--- src/rtl/xirq_params.svh ---
// Offsets, field positions, masks and timing counts of the external request block
// Overview of operation
// - Sensed pin event sets line request flag
// - Flag cleared by 0 after read; 1 ignored
// - Low-level: handling clears flag if pin high
// - Edge modes: handling always clears flag
// - Transfer start clears flag if select 0
// - Bits 15 to 12 read zero
// - Disabled lines not sampled in standby
// - Enabled line leaves standby after settling
// - Software keeps wake lines off transfer
// - Nonmaskable request highest, always accepted
// - Nonmaskable edge chosen by select bit
// - Nonmaskable request sets transfer error bit
// - Low, falling, rising or both edges
// - Sense codes 00 low to 11 both
// - Request reaches CPU only when enabled
// - Each line has programmable priority level
// - Ties keep lower index first
// - Detection gated only by input control
// - Source holds low level until handling
// - Peripheral request forwarded only when enabled
// - Peripheral transfer start gated by priority bits
// - All thirteen sources can end standby
`ifndef XIRQ_PARAMS_SVH
`define XIRQ_PARAMS_SVH
`define XI_NLINES       12
`define XI_A_FLAGS      4'h0
`define XI_A_SSEN       4'h1
`define XI_A_SENSE_LO   4'h2
`define XI_A_SENSE_HI   4'h3
`define XI_A_REQEN      4'h4
`define XI_A_PRIO0      4'h5
`define XI_A_PRIO1      4'h6
`define XI_A_PRIO2      4'h7
`define XI_A_CTRL       4'h8
`define XI_A_DTCEN      4'h9
`define XI_A_XFER       4'ha
`define XI_A_PERIEN     4'hb
`define XI_LINE_MASK    16'h0fff
`define XI_PRIO_MASK    16'h7777
`define XI_CTRL_MASK    16'h00ff
`define XI_SENSE_HI_MSK 16'h00ff
`define XI_CTRL_NONMASKABLE_EDGE_SELECT   0
`define XI_CTRL_PCE     1
`define XI_CTRL_DTP     2
`define XI_CTRL_PLVL    5
`define XI_XFER_ERR     0
`define XI_PERI_LINE    4'hc
`define XI_SETTLE_NS    1000
`define XI_CLK_NS       20
`define XI_SETTLE_CYC   ((`XI_SETTLE_NS + `XI_CLK_NS - 1) / `XI_CLK_NS)
`define HO_A_CTRL       5'h10
`define HO_A_STAT       5'h11
`define HO_CTRL_STBY    0
`define HO_CTRL_MASK    1
`define HO_CTRL_TRANSFER_INTERRUPT_SELECT   4
`define HO_CTRL_MSK     16'h001f
`define HO_HOLD         2'h2
`endif

--- src/rtl/xirq_pkg.sv ---
// Types shared by both ends of the external request block
package xirq_pkg;
  // Sense field encoding, in order 00 to 11
  typedef enum logic [1:0] {SENSE_LOW, SENSE_FALL, SENSE_RISE, SENSE_BOTH} sense_t;
  // Standby release sequencer
  typedef enum logic [1:0] {WAKE_IDLE, WAKE_SETTLE, WAKE_DONE} wake_st_t;
  typedef logic [2:0] level_t;
  typedef logic [3:0] line_t;
  typedef logic [15:0] word_t;
endpackage

--- src/rtl/xirq_if.sv ---
// Carrier between the request block and the CPU and transfer side
`timescale 1ns/10ps
interface xirq_if;
  // Register access
  logic [3:0]        addr;
  xirq_pkg::word_t   wdata;
  logic              wr;
  logic              rd;
  xirq_pkg::word_t   rdata;
  // Requests towards CPU and transfer controller
  logic              irq_req;
  xirq_pkg::line_t   irq_line;
  xirq_pkg::level_t  irq_level;
  logic              nmi_req;
  logic              dtc_req;
  xirq_pkg::line_t   dtc_line;
  // Acknowledges back
  logic              exc_ack;
  logic              exc_nmi;
  logic              dtc_ack;
  xirq_pkg::line_t   ack_line;
  logic              transfer_interrupt_select;
  // Standby
  logic              standby;
  logic              wake;

  modport dev (input addr, wdata, wr, rd, exc_ack, exc_nmi, dtc_ack, ack_line, transfer_interrupt_select, standby,
               output rdata, irq_req, irq_line, irq_level, nmi_req, dtc_req, dtc_line, wake);
  modport host (output addr, wdata, wr, rd, exc_ack, exc_nmi, dtc_ack, ack_line, transfer_interrupt_select, standby,
                input rdata, irq_req, irq_line, irq_level, nmi_req, dtc_req, dtc_line, wake);
endinterface

--- src/rtl/pin_sync.sv ---
// Two-stage synchroniser for asynchronous pins
`timescale 1ns/10ps
module pin_sync #(
  parameter int W = 13
) (
  // Clock and reset
  input  wire logic         clk_sys,
  input  wire logic         arst_n,
  // Pins in, synchronised out
  input  wire logic [W-1:0] din,
  output logic      [W-1:0] dout
);
  logic [W-1:0] meta_q;

  // Pins idle high
  always_ff @(posedge clk_sys or negedge arst_n) begin
    if (!arst_n) begin
      meta_q <= '1;
      dout   <= '1;
    end else begin
      meta_q <= din;
      dout   <= meta_q;
    end
  end
endmodule // pin_sync

--- src/rtl/xirq_device.sv ---
// External request flags, sense control, priority and standby release
//
// Decided for this implementation: the register offsets and the address-and-strobe port.
`timescale 1ns/10ps
`include "xirq_params.svh"
module xirq_device #(
  parameter int P      = 4,
  parameter int SETTLE = `XI_SETTLE_CYC
) (
  // Clock and reset
  input  wire logic         clk_sys,
  input  wire logic         arst_n,
  // CPU side
  xirq_if.dev               bus,
  // Pins, active low requests
  input  wire logic [11:0]  irq_pin_n,
  input  wire logic         nmi_pin,
  // Port input control, per line
  input  wire logic [11:0]  line_input_en,
  // Peripheral requests
  input  wire logic [P-1:0] periph_req
);
  localparam int CW = $clog2(SETTLE + 1);

  typedef struct packed {
    logic [11:0]             flag;
    logic [11:0]             armed;
    logic [11:0]             ssen;
    logic [23:0]             sense;
    logic [11:0]             reqen;
    logic [2:0][15:0]        prio;
    logic [7:0]              ctrl;
    logic [11:0]             dtcen;
    logic                    xerr;
    logic [P-1:0]            perien;
    logic [12:0]             prev;
    logic                    nmi_pend;
    xirq_pkg::word_t         rdata;
    logic                    irq_req;
    xirq_pkg::line_t         irq_line;
    xirq_pkg::level_t        irq_level;
    logic                    dtc_req;
    xirq_pkg::line_t         dtc_line;
    xirq_pkg::wake_st_t      wst;
    logic [CW-1:0]           cnt;
    logic                    wake;
  } st_t;

  st_t          s_q;
  st_t          s_d;
  logic [12:0]  pins_s;

  // ****************************************
  // Pin synchronisers
  // ****************************************
  // Two flops first
  pin_sync #(.W(13)) u_sync (
    .clk_sys (clk_sys),
    .arst_n  (arst_n),
    .din     ({nmi_pin, irq_pin_n}),
    .dout    (pins_s)
  );

  // ****************************************
  // Helpers
  // ****************************************
  // Event per sense mode
  function automatic logic fire(input xirq_pkg::sense_t m, input logic pv, input logic cu);
    case (m)
      xirq_pkg::SENSE_LOW:  fire = !cu;
      xirq_pkg::SENSE_FALL: fire = pv && !cu;
      xirq_pkg::SENSE_RISE: fire = !pv && cu;
      default:              fire = pv ^ cu;
    endcase
  endfunction

  function automatic xirq_pkg::level_t lvl(input logic [2:0][15:0] pr, input int n);
    lvl = pr[n / 4][(n % 4) * 4 +: 3];
  endfunction

  function automatic xirq_pkg::word_t rmux(input st_t s, input logic [3:0] a);
    case (a)
      `XI_A_FLAGS:    rmux = {4'h0, s.flag};
      `XI_A_SSEN:     rmux = {4'h0, s.ssen};
      `XI_A_SENSE_LO: rmux = s.sense[15:0];
      `XI_A_SENSE_HI: rmux = {8'h00, s.sense[23:16]};
      `XI_A_REQEN:    rmux = {4'h0, s.reqen};
      `XI_A_PRIO0:    rmux = s.prio[0];
      `XI_A_PRIO1:    rmux = s.prio[1];
      `XI_A_PRIO2:    rmux = s.prio[2];
      `XI_A_CTRL:     rmux = {8'h00, s.ctrl};
      `XI_A_DTCEN:    rmux = {4'h0, s.dtcen};
      `XI_A_XFER:     rmux = {15'h0000, s.xerr};
      `XI_A_PERIEN:   rmux = 16'(s.perien);
      default:        rmux = 16'h0000;
    endcase
  endfunction

  // ****************************************
  // Next state
  // ****************************************
  always_comb begin
    logic [11:0]       ev;
    logic [11:0]       set;
    logic [11:0]       clr;
    logic [11:0]       pend;
    logic              nmi_ev;
    logic              peri_pend;
    logic              peri_dtc;
    logic              found;
    logic              wr;
    xirq_pkg::level_t  best;
    xirq_pkg::level_t  plvl;
    xirq_pkg::sense_t  m;
    ev        = '0;
    set       = '0;
    clr       = '0;
    pend      = '0;
    nmi_ev    = 1'b0;
    peri_pend = 1'b0;
    peri_dtc  = 1'b0;
    found     = 1'b0;
    best      = '0;
    m         = xirq_pkg::SENSE_LOW;
    s_d       = s_q;
    wr        = bus.wr;
    plvl      = s_q.ctrl[`XI_CTRL_PLVL +: 3];
    s_d.prev  = pins_s;
    for (int n = 0; n < `XI_NLINES; n++) begin
      m     = xirq_pkg::sense_t'(s_q.sense[2 * n +: 2]);
      ev[n] = fire(m, s_q.prev[n], pins_s[n]) && line_input_en[n];
      if (bus.exc_ack && !bus.exc_nmi && bus.ack_line == 4'(n)) begin
        if (m == xirq_pkg::SENSE_LOW) clr[n] = pins_s[n];
        else clr[n] = 1'b1;
      end
      if (bus.dtc_ack && !bus.transfer_interrupt_select && bus.ack_line == 4'(n)) clr[n] = 1'b1;
    end
    // Only enabled lines sampled in standby
    set = bus.standby ? (ev & s_q.ssen) : ev;
    if (wr && bus.addr == `XI_A_FLAGS) clr = clr | (s_q.armed & ~bus.wdata[11:0]);
    // Set wins over clear
    s_d.flag  = (s_q.flag & ~clr) | set;
    s_d.armed = ((bus.rd && bus.addr == `XI_A_FLAGS) ? (s_q.armed | s_q.flag) : s_q.armed) & s_d.flag;
    nmi_ev = s_q.ctrl[`XI_CTRL_NONMASKABLE_EDGE_SELECT] ? (!s_q.prev[12] && pins_s[12]) : (s_q.prev[12] && !pins_s[12]);
    s_d.nmi_pend = (s_q.nmi_pend && !(bus.exc_ack && bus.exc_nmi)) || nmi_ev;
    // Register writes, reserved bits kept zero
    if (wr) begin
      case (bus.addr)
        `XI_A_SSEN:     s_d.ssen  = bus.wdata[11:0];
        `XI_A_SENSE_LO: s_d.sense[15:0] = bus.wdata;
        `XI_A_SENSE_HI: s_d.sense[23:16] = bus.wdata[7:0];
        `XI_A_REQEN:    s_d.reqen = bus.wdata[11:0];
        `XI_A_PRIO0:    s_d.prio[0] = bus.wdata & `XI_PRIO_MASK;
        `XI_A_PRIO1:    s_d.prio[1] = bus.wdata & `XI_PRIO_MASK;
        `XI_A_PRIO2:    s_d.prio[2] = bus.wdata & `XI_PRIO_MASK;
        `XI_A_CTRL:     s_d.ctrl  = bus.wdata[7:0];
        `XI_A_DTCEN:    s_d.dtcen = bus.wdata[11:0];
        `XI_A_XFER:     s_d.xerr  = bus.wdata[`XI_XFER_ERR];
        `XI_A_PERIEN:   s_d.perien = bus.wdata[P-1:0];
        default:        ;
      endcase
    end
    if (nmi_ev) s_d.xerr = 1'b1;
    // Enabled and not steered to transfer
    pend = s_q.flag & s_q.reqen & ~s_q.dtcen;
    s_d.irq_line = '0;
    for (int n = 0; n < `XI_NLINES; n++) begin
      if (pend[n] && (!found || lvl(s_q.prio, n) > best)) begin
        found        = 1'b1;
        best         = lvl(s_q.prio, n);
        s_d.irq_line = 4'(n);
      end
    end
    peri_pend = |(periph_req & s_q.perien);
    peri_dtc  = peri_pend && s_q.ctrl[`XI_CTRL_PCE] && plvl >= s_q.ctrl[`XI_CTRL_DTP +: 3];
    if (peri_pend && !peri_dtc && (!found || plvl > best)) begin
      found        = 1'b1;
      best         = plvl;
      s_d.irq_line = `XI_PERI_LINE;
    end
    s_d.irq_req   = found;
    s_d.irq_level = best;
    // Transfer requests, lowest line first
    s_d.dtc_req  = 1'b0;
    s_d.dtc_line = '0;
    for (int n = `XI_NLINES - 1; n >= 0; n--) begin
      if (s_q.flag[n] && s_q.reqen[n] && s_q.dtcen[n]) begin
        s_d.dtc_req  = 1'b1;
        s_d.dtc_line = 4'(n);
      end
    end
    if (!s_d.dtc_req && peri_dtc) begin
      s_d.dtc_req  = 1'b1;
      s_d.dtc_line = `XI_PERI_LINE;
    end
    // Read data stand one cycle
    s_d.rdata = bus.rd ? rmux(s_q, bus.addr) : 16'h0000;
    case (s_q.wst)
      xirq_pkg::WAKE_IDLE: begin
        if (bus.standby && (|(ev & s_q.ssen) || nmi_ev)) begin
          s_d.wst = xirq_pkg::WAKE_SETTLE;
          s_d.cnt = CW'(SETTLE - 1);
        end
      end
      xirq_pkg::WAKE_SETTLE: begin
        if (s_q.cnt == '0) begin
          s_d.wst  = xirq_pkg::WAKE_DONE;
          s_d.wake = 1'b1;
        end else begin
          s_d.cnt = s_q.cnt - CW'(1);
        end
      end
      xirq_pkg::WAKE_DONE: begin
        if (!bus.standby) begin
          s_d.wst  = xirq_pkg::WAKE_IDLE;
          s_d.wake = 1'b0;
        end
      end
      default: s_d.wst = xirq_pkg::WAKE_IDLE;
    endcase
  end

  // ****************************************
  // State register
  // ****************************************
  always_ff @(posedge clk_sys or negedge arst_n) begin
    if (!arst_n) begin
      s_q      <= '0;
      s_q.prev <= '1;
      s_q.wst  <= xirq_pkg::WAKE_IDLE;
    end else begin
      s_q <= s_d;
    end
  end

  // Outputs from state flops
  assign bus.rdata     = s_q.rdata;
  assign bus.irq_req   = s_q.irq_req;
  assign bus.irq_line  = s_q.irq_line;
  assign bus.irq_level = s_q.irq_level;
  assign bus.nmi_req   = s_q.nmi_pend;
  assign bus.dtc_req   = s_q.dtc_req;
  assign bus.dtc_line  = s_q.dtc_line;
  assign bus.wake      = s_q.wake;
endmodule // xirq_device

--- src/flat_wrapper.sv ---
// flat-port wrapper written by rule: the top's interface ports become plain ports
module xirq_device_flat 
#(
  parameter int P      = 4,
  parameter int SETTLE = `XI_SETTLE_CYC
)
  (clk_sys, arst_n, irq_pin_n, nmi_pin, line_input_en, periph_req, bus_addr, bus_wdata, bus_wr, bus_rd, bus_exc_ack, bus_exc_nmi, bus_dtc_ack, bus_ack_line, bus_transfer_interrupt_select, bus_standby, bus_rdata, bus_irq_req, bus_irq_line, bus_irq_level, bus_nmi_req, bus_dtc_req, bus_dtc_line, bus_wake);
  xirq_if bus_i ();
  input  wire logic clk_sys;
  input  wire logic arst_n;
  input  wire logic [11:0] irq_pin_n;
  input  wire logic nmi_pin;
  input  wire logic [11:0] line_input_en;
  input  wire logic [P-1:0] periph_req;
  input wire logic [$bits(bus_i.addr)-1:0] bus_addr;
  input wire logic [$bits(bus_i.wdata)-1:0] bus_wdata;
  input wire logic [$bits(bus_i.wr)-1:0] bus_wr;
  input wire logic [$bits(bus_i.rd)-1:0] bus_rd;
  input wire logic [$bits(bus_i.exc_ack)-1:0] bus_exc_ack;
  input wire logic [$bits(bus_i.exc_nmi)-1:0] bus_exc_nmi;
  input wire logic [$bits(bus_i.dtc_ack)-1:0] bus_dtc_ack;
  input wire logic [$bits(bus_i.ack_line)-1:0] bus_ack_line;
  input wire logic [$bits(bus_i.transfer_interrupt_select)-1:0] bus_transfer_interrupt_select;
  input wire logic [$bits(bus_i.standby)-1:0] bus_standby;
  output wire logic [$bits(bus_i.rdata)-1:0] bus_rdata;
  output wire logic [$bits(bus_i.irq_req)-1:0] bus_irq_req;
  output wire logic [$bits(bus_i.irq_line)-1:0] bus_irq_line;
  output wire logic [$bits(bus_i.irq_level)-1:0] bus_irq_level;
  output wire logic [$bits(bus_i.nmi_req)-1:0] bus_nmi_req;
  output wire logic [$bits(bus_i.dtc_req)-1:0] bus_dtc_req;
  output wire logic [$bits(bus_i.dtc_line)-1:0] bus_dtc_line;
  output wire logic [$bits(bus_i.wake)-1:0] bus_wake;
  assign bus_i.addr = bus_addr;
  assign bus_i.wdata = bus_wdata;
  assign bus_i.wr = bus_wr;
  assign bus_i.rd = bus_rd;
  assign bus_i.exc_ack = bus_exc_ack;
  assign bus_i.exc_nmi = bus_exc_nmi;
  assign bus_i.dtc_ack = bus_dtc_ack;
  assign bus_i.ack_line = bus_ack_line;
  assign bus_i.transfer_interrupt_select = bus_transfer_interrupt_select;
  assign bus_i.standby = bus_standby;
  assign bus_rdata = bus_i.rdata;
  assign bus_irq_req = bus_i.irq_req;
  assign bus_irq_line = bus_i.irq_line;
  assign bus_irq_level = bus_i.irq_level;
  assign bus_nmi_req = bus_i.nmi_req;
  assign bus_dtc_req = bus_i.dtc_req;
  assign bus_dtc_line = bus_i.dtc_line;
  assign bus_wake = bus_i.wake;
  xirq_device #(.P(P), .SETTLE(SETTLE)) u_core (.clk_sys(clk_sys), .arst_n(arst_n), .bus(bus_i), .irq_pin_n(irq_pin_n), .nmi_pin(nmi_pin), .line_input_en(line_input_en), .periph_req(periph_req));
endmodule
--- config.mk ---
export PLATFORM = sky130hd
export DESIGN_NAME = xirq_device_flat
export DESIGN_NICKNAME = d
export VERILOG_FILES = /design/src/rtl/xirq_pkg.sv /design/src/rtl/xirq_if.sv /design/src/rtl/pin_sync.sv /design/src/rtl/xirq_device.sv /design/src/flat_wrapper.sv
export VERILOG_INCLUDE_DIRS = /design/src /design/src/rtl
export SDC_FILE = /design/constraint.sdc
export NUM_CORES = 1
export LEC_CHECK = 0
export ABC_AREA = 1
export ABC_CLOCK_PERIOD_IN_PS = 36700
export BUFFER_PORTS_ARGS = -buffer_cell sky130_fd_sc_hd__buf_2
export CAP_MARGIN = 5
export CORE_ASPECT_RATIO = 1.75
export CORE_MARGIN = 2
export CORE_UTILIZATION = 55
export DETAILED_ROUTE_END_ITERATION = 7
export PLACE_DENSITY = 0.84
export REMOVE_ABC_BUFFERS = 1
export SLEW_MARGIN = 20
export SYNTH_ARGS = -nofsm -noshare
export SYNTH_HDL_FRONTEND = slang
export SYNTH_SLANG_ARGS = --single-unit
--- constraint.sdc ---
create_clock -name clk_sys -period 36.7 [get_ports clk_sys]
set_input_delay 1.835 -clock clk_sys [delete_from_list [all_inputs] [get_ports clk_sys]]
set_output_delay 1.835 -clock clk_sys [all_outputs]
set_load 0.01 [all_outputs]
==> reports/qor.yml, run 1 <==
hold_viol_final: 0
holdWs_ns: 0.355
cts_tree: "built"
final_common_cell: "nand2_1"
cp-end-kind: "register"
post_cts_buffers: 0
vias: 9997
slew_violations: 0
htree_levels: 1
fp-row-count: 69
ys.flop_type: "dfrtp_1"
root_buffer: "clkbuf_16"
finalSetupViolations: 0
worst_setup_path_start_kind: "register"
grt_antenna_before_repair: 0
overflow: 0
synth_edf_count: 0
crit_top_cell: "nand2_1"
cp_max_fo: 8
grt_first_pass_wirelength_um: 51100
power.density_mw_per_mm2: 68.5
cap_violations: 0
tns_ns: 0
post-route-period-util: 0.384
fin_nets: 1520
die_w_um: 112
timing.rr.end: "u_core.bus.irq_line[2]"
hold_path_class: "reg2reg"
ff2ff_setup_slack_ns: 22.59
grt_pass1_vias: 9717
max_clock_freq_mhz: 70.9
ir_worst_vdd_uv: 71.2
drc: 0
area_growth_syn_to_layout_pct: 11.1
antenna_left: 0
holdPathStages: 0
detail_route.vias_per_cell: 6.03
dp_hpwl_um: 25300
min_period_ns: 14.11
io_buffers: 92
startpoint: "u_core.s_q[57]"
insertion_delay_ns: 0.52
clock_sinks: 211
route.detailed.wl_per_inst_um: 20.1
p_leak_nw: 6.33
r2r_start: "u_core.s_q[57]"
pin_count: 93
start_util: 0.557
numCtsBuffers: 20
maxSlewHeadroom: 0.356
placed_area_sq_mm: 0.0118
grtUsageTotal: 0.305
clock_path_buffers: 3
slowest_stage: "dfrtp_1"
hold_buffers: 0
min_to: "u_core.u_sync.dout[1]"
routed_wl_um: 33400
path_class: "reg2reg"
required_ns: 37.10
fin_area_sq_mm: 0.0125
slowest_delay_ns: 0.45
wl_met1_um: 10900
syn-cell-area_sq_mm: 0.0112
rsz0062_at_grt: "no"
coreArea_sq_mm: 0.0202
synth_warnings: 0
dr_wl_met3_um: 1990
grt_max_degree: 76
arrival_ns: 14.51
layout_common_cells: "nand2_1 (301), dfrtp_1 (172), inv_1 (157), o21ai_0 (153), buf_2 (91)"
fin_skew_ns: 0.0173
syn_inst: 1333
min_from: "u_core.u_sync.meta_q[1]"
ys_types: 44
status: "finished, final reports clean"
die-area_sq_mm: 0.0217
cts-resized-gates: 0
met2WireLength_um: 17600
insertedDiodeCount: 0
syn_avg_cell_area_sq_um: 8.44
drive_gt1_frac: 0.152
tightest_slew_ns: 0.958
routed.top_layer: "met4"
initialDrtViolationCount: 861
yosysSeqAreaShare: 0.474
die_h_um: 193
r2r_cells: 110
drtPass1Iterations: 6
synthArstFlopShare: 1.00
synth_seq_cells: 211
gp_congestion: 0.959
cts.clk_slew.worst_paths_ns: 0.07
-- synth_stat cells (13+ instances only) --
cell type	count	area (sq um)
nor2_1	60	225
inv_1	157	589
dfrtp_1	172	4300
ha_1	61	763
clkbuf_1	31	116
o21ai_1	13	65.1
nor3_1	19	95.1
a21oi_1	54	270
nand2_1	302	1130
nand4_1	16	100
a221oi_1	28	245
dfstp_2	39	1020
o21ai_0	153	766
nand3_1	71	355
buf_4	27	203
o22ai_1	15	93.8
-- state kept, by name, summed over array words and instances (netlist names) --
| signal | cells |
|---|---|
| u_core.u_sync.dout | 13 |
| u_core.bus.dtc_req | 1 |
| u_core.bus.rdata | 16 |
| u_core.bus.nmi_req | 1 |
| u_core.u_sync.meta_q | 13 |
| u_core.bus.irq_level | 3 |
| u_core.bus.wake | 1 |
| u_core.bus.irq_req | 1 |
| u_core.s_q | 154 |
| u_core.bus.dtc_line | 4 |
| u_core.bus.irq_line | 4 |
-- worst max-delay path: cells and delay by family, from the launching register on --
family	cells	cell delay (ns)
simple gates	58	5.39
fa+ha+maj	12	3.76
flops	1	0.45
compound gates	26	3.41
buf+inv	14	0.98
-- where the power goes --
part	switching, W	internal, W	total (W)
combinational	0.000190	0.000112	0.000302
clock	0.0000902	0.000138	0.000228
sequential	0.0000469	0.000279	0.000326
total	0.000327	0.000529	0.000856
-- routing by layer --
layer  vias up  track usage
met4         0        0.235
met3       158       0.0281
met2       518        0.569
met5         -            0
met1      4730        0.312
li1       4591            -
-- through the flow --
step / total power, W / worst slack, ns / std cells / util
floorplan: 0.000532 / 24.28 / 1275 / -
global placement: 0.000612 / 23.22 / 1623 / 0.583
detailed placement: 0.000625 / 22.76 / 1623 / 0.583
CTS: 0.000855 / 22.69 / 1659 / 0.618
global route: 0.000915 / 20.87 / 1659 / 0.618
finish: 0.000856 / 22.59 / 1659 / 0.618
-- final cells by class --
type,count,area (sq um)
Clock buffer,29,574
Clock inverter,7,149
Fill cell,1765,7710
Inverter,168,632
Multi-Input combinational cell,896,4970
Sequential cell,211,5330
Tap cell,248,310
Timing Repair Buffer,100,531
-- worst max path at each step --
stage	to	slack [ns]	cells past startpoint
6_report	u_core.bus.irq_line[2]	22.59	110
5_1_grt	u_core.bus.irq_line[2]	20.87	111
3_3_place_gp	u_core.bus.irq_line[2]	23.22	110
4_1_cts	u_core.bus.irq_line[2]	22.69	110
3_5_place_dp	u_core.bus.irq_line[2]	22.76	110
2_1_floorplan	u_core.bus.irq_line[2]	24.28	111
-- cell families after synthesis --
logic type,synth area share
and+or+nand+nor,0.203
AOI/OAI and AO/OA,0.168
xor gates and xnor gates,0.00234
DFF,0.474
adders and majority gates,0.0679
buffers and inverters,0.0845
muxes,0.00100
(Power assumes the default switching activity.)
==> run 2: changes to the inputs <==
--- a/config.mk
+++ b/config.mk
@@ -7,14 +7,14 @@
 export NUM_CORES = 1
 export LEC_CHECK = 0
 export ABC_AREA = 1
-export ABC_CLOCK_PERIOD_IN_PS = 36700
+export ABC_CLOCK_PERIOD_IN_PS = 12100
 export BUFFER_PORTS_ARGS = -buffer_cell sky130_fd_sc_hd__buf_2
 export CAP_MARGIN = 5
 export CORE_ASPECT_RATIO = 1.75
 export CORE_MARGIN = 2
 export CORE_UTILIZATION = 55
 export DETAILED_ROUTE_END_ITERATION = 7
-export PLACE_DENSITY = 0.84
+export PLACE_DENSITY = 0.87
 export REMOVE_ABC_BUFFERS = 1
 export SLEW_MARGIN = 20
 export SYNTH_ARGS = -nofsm -noshare
==> constraint.sdc (replaced) <==
create_clock -name clk_sys -period 12.1 [get_ports clk_sys]
set_input_delay 0.605 -clock clk_sys [delete_from_list [all_inputs] [get_ports clk_sys]]
set_output_delay 0.605 -clock clk_sys [all_outputs]
set_load 0.01 [all_outputs]
==> reports/qor.yml, run 2 (synthesis results as in run 1) <==
initialDrtViolationCount: 1128
top_register: "u_core.s_q"
path_class: "reg2reg"
hold_viol_final: 0
r2r_start: "u_core.s_q[125]"
maxSlewHeadroom: 0.263
grt_antenna_before_repair: 0
cp-end-kind: "register"
slowest_stage: "dfrtp_1"
cts_tree: "built"
max_clock_freq_mhz: 79.0
required_ns: 12.54
fillCellCount: 1514
worst_setup_path_start_kind: "register"
start_util: 0.557
clock_path_buffers: 3
power.density_mw_per_mm2: 227
finalSetupViolations: 7
rsz0062_at_grt: "yes"
gp_congestion: 1.01
layout_common_cells: "nand2_1 (263), dfrtp_1 (172), inv_1 (150), o21ai_0 (137), buf_4 (98)"
drc: 0
regArea_sq_mm: 0.00533
grtUsageTotal: 0.324
largest_reg_flops: 154
clock_sinks: 211
vias: 10800
hold_buffers: 0
final_common_cell: "nand2_1"
route.detailed.wl_per_inst_um: 20.8
p_leak_nw: 6.92
multi_input_area_sq_mm: 0.00560
area_growth_syn_to_layout_pct: 23.8
cp_max_fo: 7
insertion_delay_ns: 0.51
fin_area_sq_mm: 0.0139
pin_count: 93
tightest_slew_ns: 1.10
numCtsBuffers: 21
slew_violations: 0
root_buffer: "clkbuf_16"
violations: "negative setup slack"
placed_area_sq_mm: 0.0123
tns_ns: -3.58
startpoint: "u_core.s_q[125]"
grt_pass1_vias: 10600
crit_top_cell: "nand2_2"
antenna_left: 0
routed_wl_um: 36500
io_buffers: 92
cap_violations: 0
htree_levels: 1
final_util: 0.689
grt_max_degree: 134
cts.clk_slew.worst_paths_ns: 0.07
fin_nets: 1619
fp-row-count: 69
post-route-period-util: 1.05
min_period_ns: 12.66
die_h_um: 193
overflow: 0
fin_skew_ns: 0.00805
drive_gt1_frac: 0.283
die-area_sq_mm: 0.0217
detail_route.vias_per_cell: 6.13
coreArea_sq_mm: 0.0202
slowest_delay_ns: 0.37
grt_first_pass_wirelength_um: 54600
fin_total_pwr_w: 0.00316
dp_hpwl_um: 25700
die_w_um: 112
status: "finished with violations"
insertedDiodeCount: 0
fin_ws_ns: -0.557
ir_worst_vdd_uv: 205
arrival_ns: 13.10
drtPass1Iterations: 7
hold_path_class: "in2async"
## run 2: report_power, final
part / total (W) / internal, W / switching (W)
Clock: 0.000697 / 0.000411 / 0.000286
Sequential: 0.000992 / 0.000847 / 0.000145
Combinational: 0.00147 / 0.000664 / 0.000807
Total: 0.00316 / 0.00192 / 0.00124
## run 2: per-layer routing
layer	track usage	share of wire
met2	0.568	0.51
met5	0	0
met3	0.0597	0.081
met1	0.320	0.31
met4	0.305	0.10
## run 2: final timing paths
| check | to | slack [ns] | cells past startpoint |
|---|---|---|---|
| max | u_core.bus.irq_level[1] | -0.56 | 112 |
| min | u_core.s_q[170] | 0.19 | 1 |
| max reg2reg | u_core.bus.irq_level[1] | -0.56 | 112 |
| min reg2reg | u_core.u_sync.dout[2] | 0.36 | 0 |
| max in group asynchronous | u_core.u_sync.dout[7] | 10.56 | 3 |
| min in group clk_sys | u_core.u_sync.meta_q[9] | 0.19 | 1 |
## run 2: metrics by stage
stage                     instances  setup slack (ns)  hold WS, ns
after floorplan                1275            -0.316        0.309
after global placement         1694            -0.635        0.345
after detailed placement       1694             -1.19        0.347
after CTS                      1745           0.00655        0.179
after global routing           1759             -1.45        0.178
final                          1759            -0.557        0.186
## run 2: area by class of cell
cell class,count,area share
multi-input combinational,896,0.403
sequential,211,0.383
timing repair buffer,198,0.0943
inverter,168,0.0454
clock buffer,29,0.0428
tap,248,0.0223
clock inverter,9,0.00971
## run 2: critical path: cells and delay by family, from the launching register on
kind	cells	cell delay, ns
AND/OR/NAND/NOR	66	5.58
adder cells (fa/ha/maj)	12	3.27
AO/OA/AOI/OAI	20	2.23
buffers and inverters	14	1.16
flip-flops	1	0.37
## run 2: timing repair
action | CTS | global route
pin swaps | 67 | 58
resized for setup | 95 | 62
endpoints found under the setup margin | 7 | 7
buffers inserted | 13 | 13
==> run 3: changes to the inputs <==
--- a/config.mk
+++ b/config.mk
@@ -16,6 +16,7 @@
 export DETAILED_ROUTE_END_ITERATION = 7
 export PLACE_DENSITY = 0.87
 export REMOVE_ABC_BUFFERS = 1
+export SETUP_SLACK_MARGIN = 0.3
 export SLEW_MARGIN = 20
 export SYNTH_ARGS = -nofsm -noshare
 export SYNTH_HDL_FRONTEND = slang
==> reports/qor.yml, run 3 (synthesis results as in run 1) <==
status: "finished with violations"
violations: "negative setup slack"
antenna_left: 0
path_delay_family: "simple AND/OR/NAND/NOR gates"
routed_wl_um: 36600
cts_tree: "built"
max_clock_freq_mhz: 79.4
required_ns: 12.49
dp_slack_ns: -1.19
r2r_cells: 113
hold_buffers: 0
swShare: 0.391
numCtsBuffers: 21
top_usage_layer: "met2"
fin_ws_ns: -0.496
htree_levels: 1
slew_violations: 0
die_h_um: 193
hold_path_class: "in2async"
r2r_start: "u_core.s_q[125]"
insertedDiodeCount: 0
drtPass1Iterations: 7
placed_area_sq_mm: 0.0123
grtUsageTotal: 0.325
largest_reg_flops: 154
cp.buffers_inverters: 14
initialDrtViolationCount: 1194
cp-end-kind: "register"
grt_first_pass_wirelength_um: 54700
cp_max_fo: 7
io_buffers: 92
tns_ns: -3.05
die_w_um: 112
crit_top_cell: "nand2_2"
die-area_sq_mm: 0.0217
cts.clk_slew.worst_paths_ns: 0.07
top_register: "u_core.s_q"
p_int_w: 0.00192
drive_gt1_frac: 0.283
route.detailed.wl_per_inst_um: 20.8
holdWs_ns: 0.184
fin_skew_ns: 0.00843
tightest_slew_ns: 1.11
ir_worst_vdd_uv: 206
finalSetupViolations: 7
final_common_cell: "nand2_1"
min_period_ns: 12.60
ff2ff_setup_slack_ns: -0.50
met3_usage: 0.0597
area_growth_syn_to_layout_pct: 23.9
drc: 0
use_met1: 0.321
detail_route.vias_per_cell: 6.12
power.density_mw_per_mm2: 227
rsz0062_at_grt: "yes"
arrival_ns: 12.99
vias: 10800
clock_sinks: 211
worst_setup_path_start_kind: "register"
pwr-share-seq: 0.315
p_sw_w: 0.00124
path_class: "reg2reg"
pin_count: 93
fin_nets: 1619
maxSlewHeadroom: 0.252
p_comb_frac: 0.464
clock_path_buffers: 3
p_leak_nw: 6.92
overflow: 0
crit_cells: 113
slowest_delay_ns: 0.37
fin_area_sq_mm: 0.0139
fillCellCount: 1508
start_util: 0.557
timing.rr.end: "u_core.bus.irq_level[1]"
dp_hpwl_um: 25700
fp-row-count: 69
insertion_delay_ns: 0.51
coreArea_sq_mm: 0.0202
slowest_stage: "dfrtp_1"
grt_antenna_before_repair: 0
grt_pass1_vias: 10600
cap_violations: 0
clockPowerShare: 0.221
hold_viol_final: 0
gp_congestion: 1.01
layout_common_cells: "nand2_1 (263), dfrtp_1 (172), inv_1 (150), o21ai_0 (137), buf_4 (98)"
final_util: 0.690
met2_usage: 0.568
post-route-period-util: 1.04
grt_max_degree: 134
root_buffer: "clkbuf_16"
## run 3: cell types whose count changed in the layout (fill, tap and decap cells not counted)
cell / delta
ha_1: -1
ha_4: +1
## run 3: per-layer routing
| layer | up-vias | routed length [um] |
|---|---|---|
| li1 | 4787 | - |
| met1 | 5045 | 11400 |
| met2 | 660 | 18500 |
| met3 | 268 | 2810 |
| met4 | 0 | 3930 |
| met5 | - | 0 |
## run 3: cell type report
type | instances | area (sq um) | area share
Clock inverter | 9 | 135 | 0.00970
Tap cell | 248 | 310 | 0.0223
Timing Repair Buffer | 198 | 1310 | 0.0942
Inverter | 168 | 632 | 0.0454
Multi-Input combinational cell | 896 | 5620 | 0.403
Clock buffer | 29 | 596 | 0.0428
Sequential cell | 211 | 5330 | 0.383
## run 3: how the worst max path moves through the flow
stage               startpoint                      end  slack (ns)
2_1_floorplan   u_core.s_q[57]   u_core.bus.irq_line[2]       -0.32
3_3_place_gp    u_core.s_q[57]   u_core.bus.irq_line[2]       -0.63
3_5_place_dp    u_core.s_q[57]   u_core.bus.irq_line[2]       -1.19
4_1_cts        u_core.s_q[185]  u_core.bus.irq_level[1]        0.04
5_1_grt        u_core.s_q[125]  u_core.bus.irq_level[0]       -1.40
6_report       u_core.s_q[125]  u_core.bus.irq_level[1]       -0.50
## run 3: power groups by stage
stage	registers (W)	clock network [W]	logic (W)
2_1_floorplan	0.000957	0	0.000658
3_3_place_gp	0.000980	0	0.00102
3_5_place_dp	0.000987	0	0.00106
4_1_cts	0.000982	0.000703	0.00122
5_1_grt	0.00100	0.000728	0.00160
6_report	0.000993	0.000698	0.00147
## run 3: through the flow
stage,std cells,total power (W)
2_1_floorplan,1275,0.00162
3_3_place_gp,1694,0.00200
3_5_place_dp,1694,0.00204
4_1_cts,1745,0.00290
5_1_grt,1759,0.00333
6_report,1759,0.00316
## run 3: timing repair
item                       4_1_cts  5_1_grt
setup buffers                   13       13
pin swaps                       70       58
setup endpoints to repair        7        7
gates resized for setup         98       60
## run 3: worst register-to-register path: cells and delay by family (launching register included)
family          cells  cell delay, ns
compound gates     21            2.19
fa+ha+maj          12            3.25
buf+inv            14            1.16
flops               1            0.37
simple gates       66            5.54
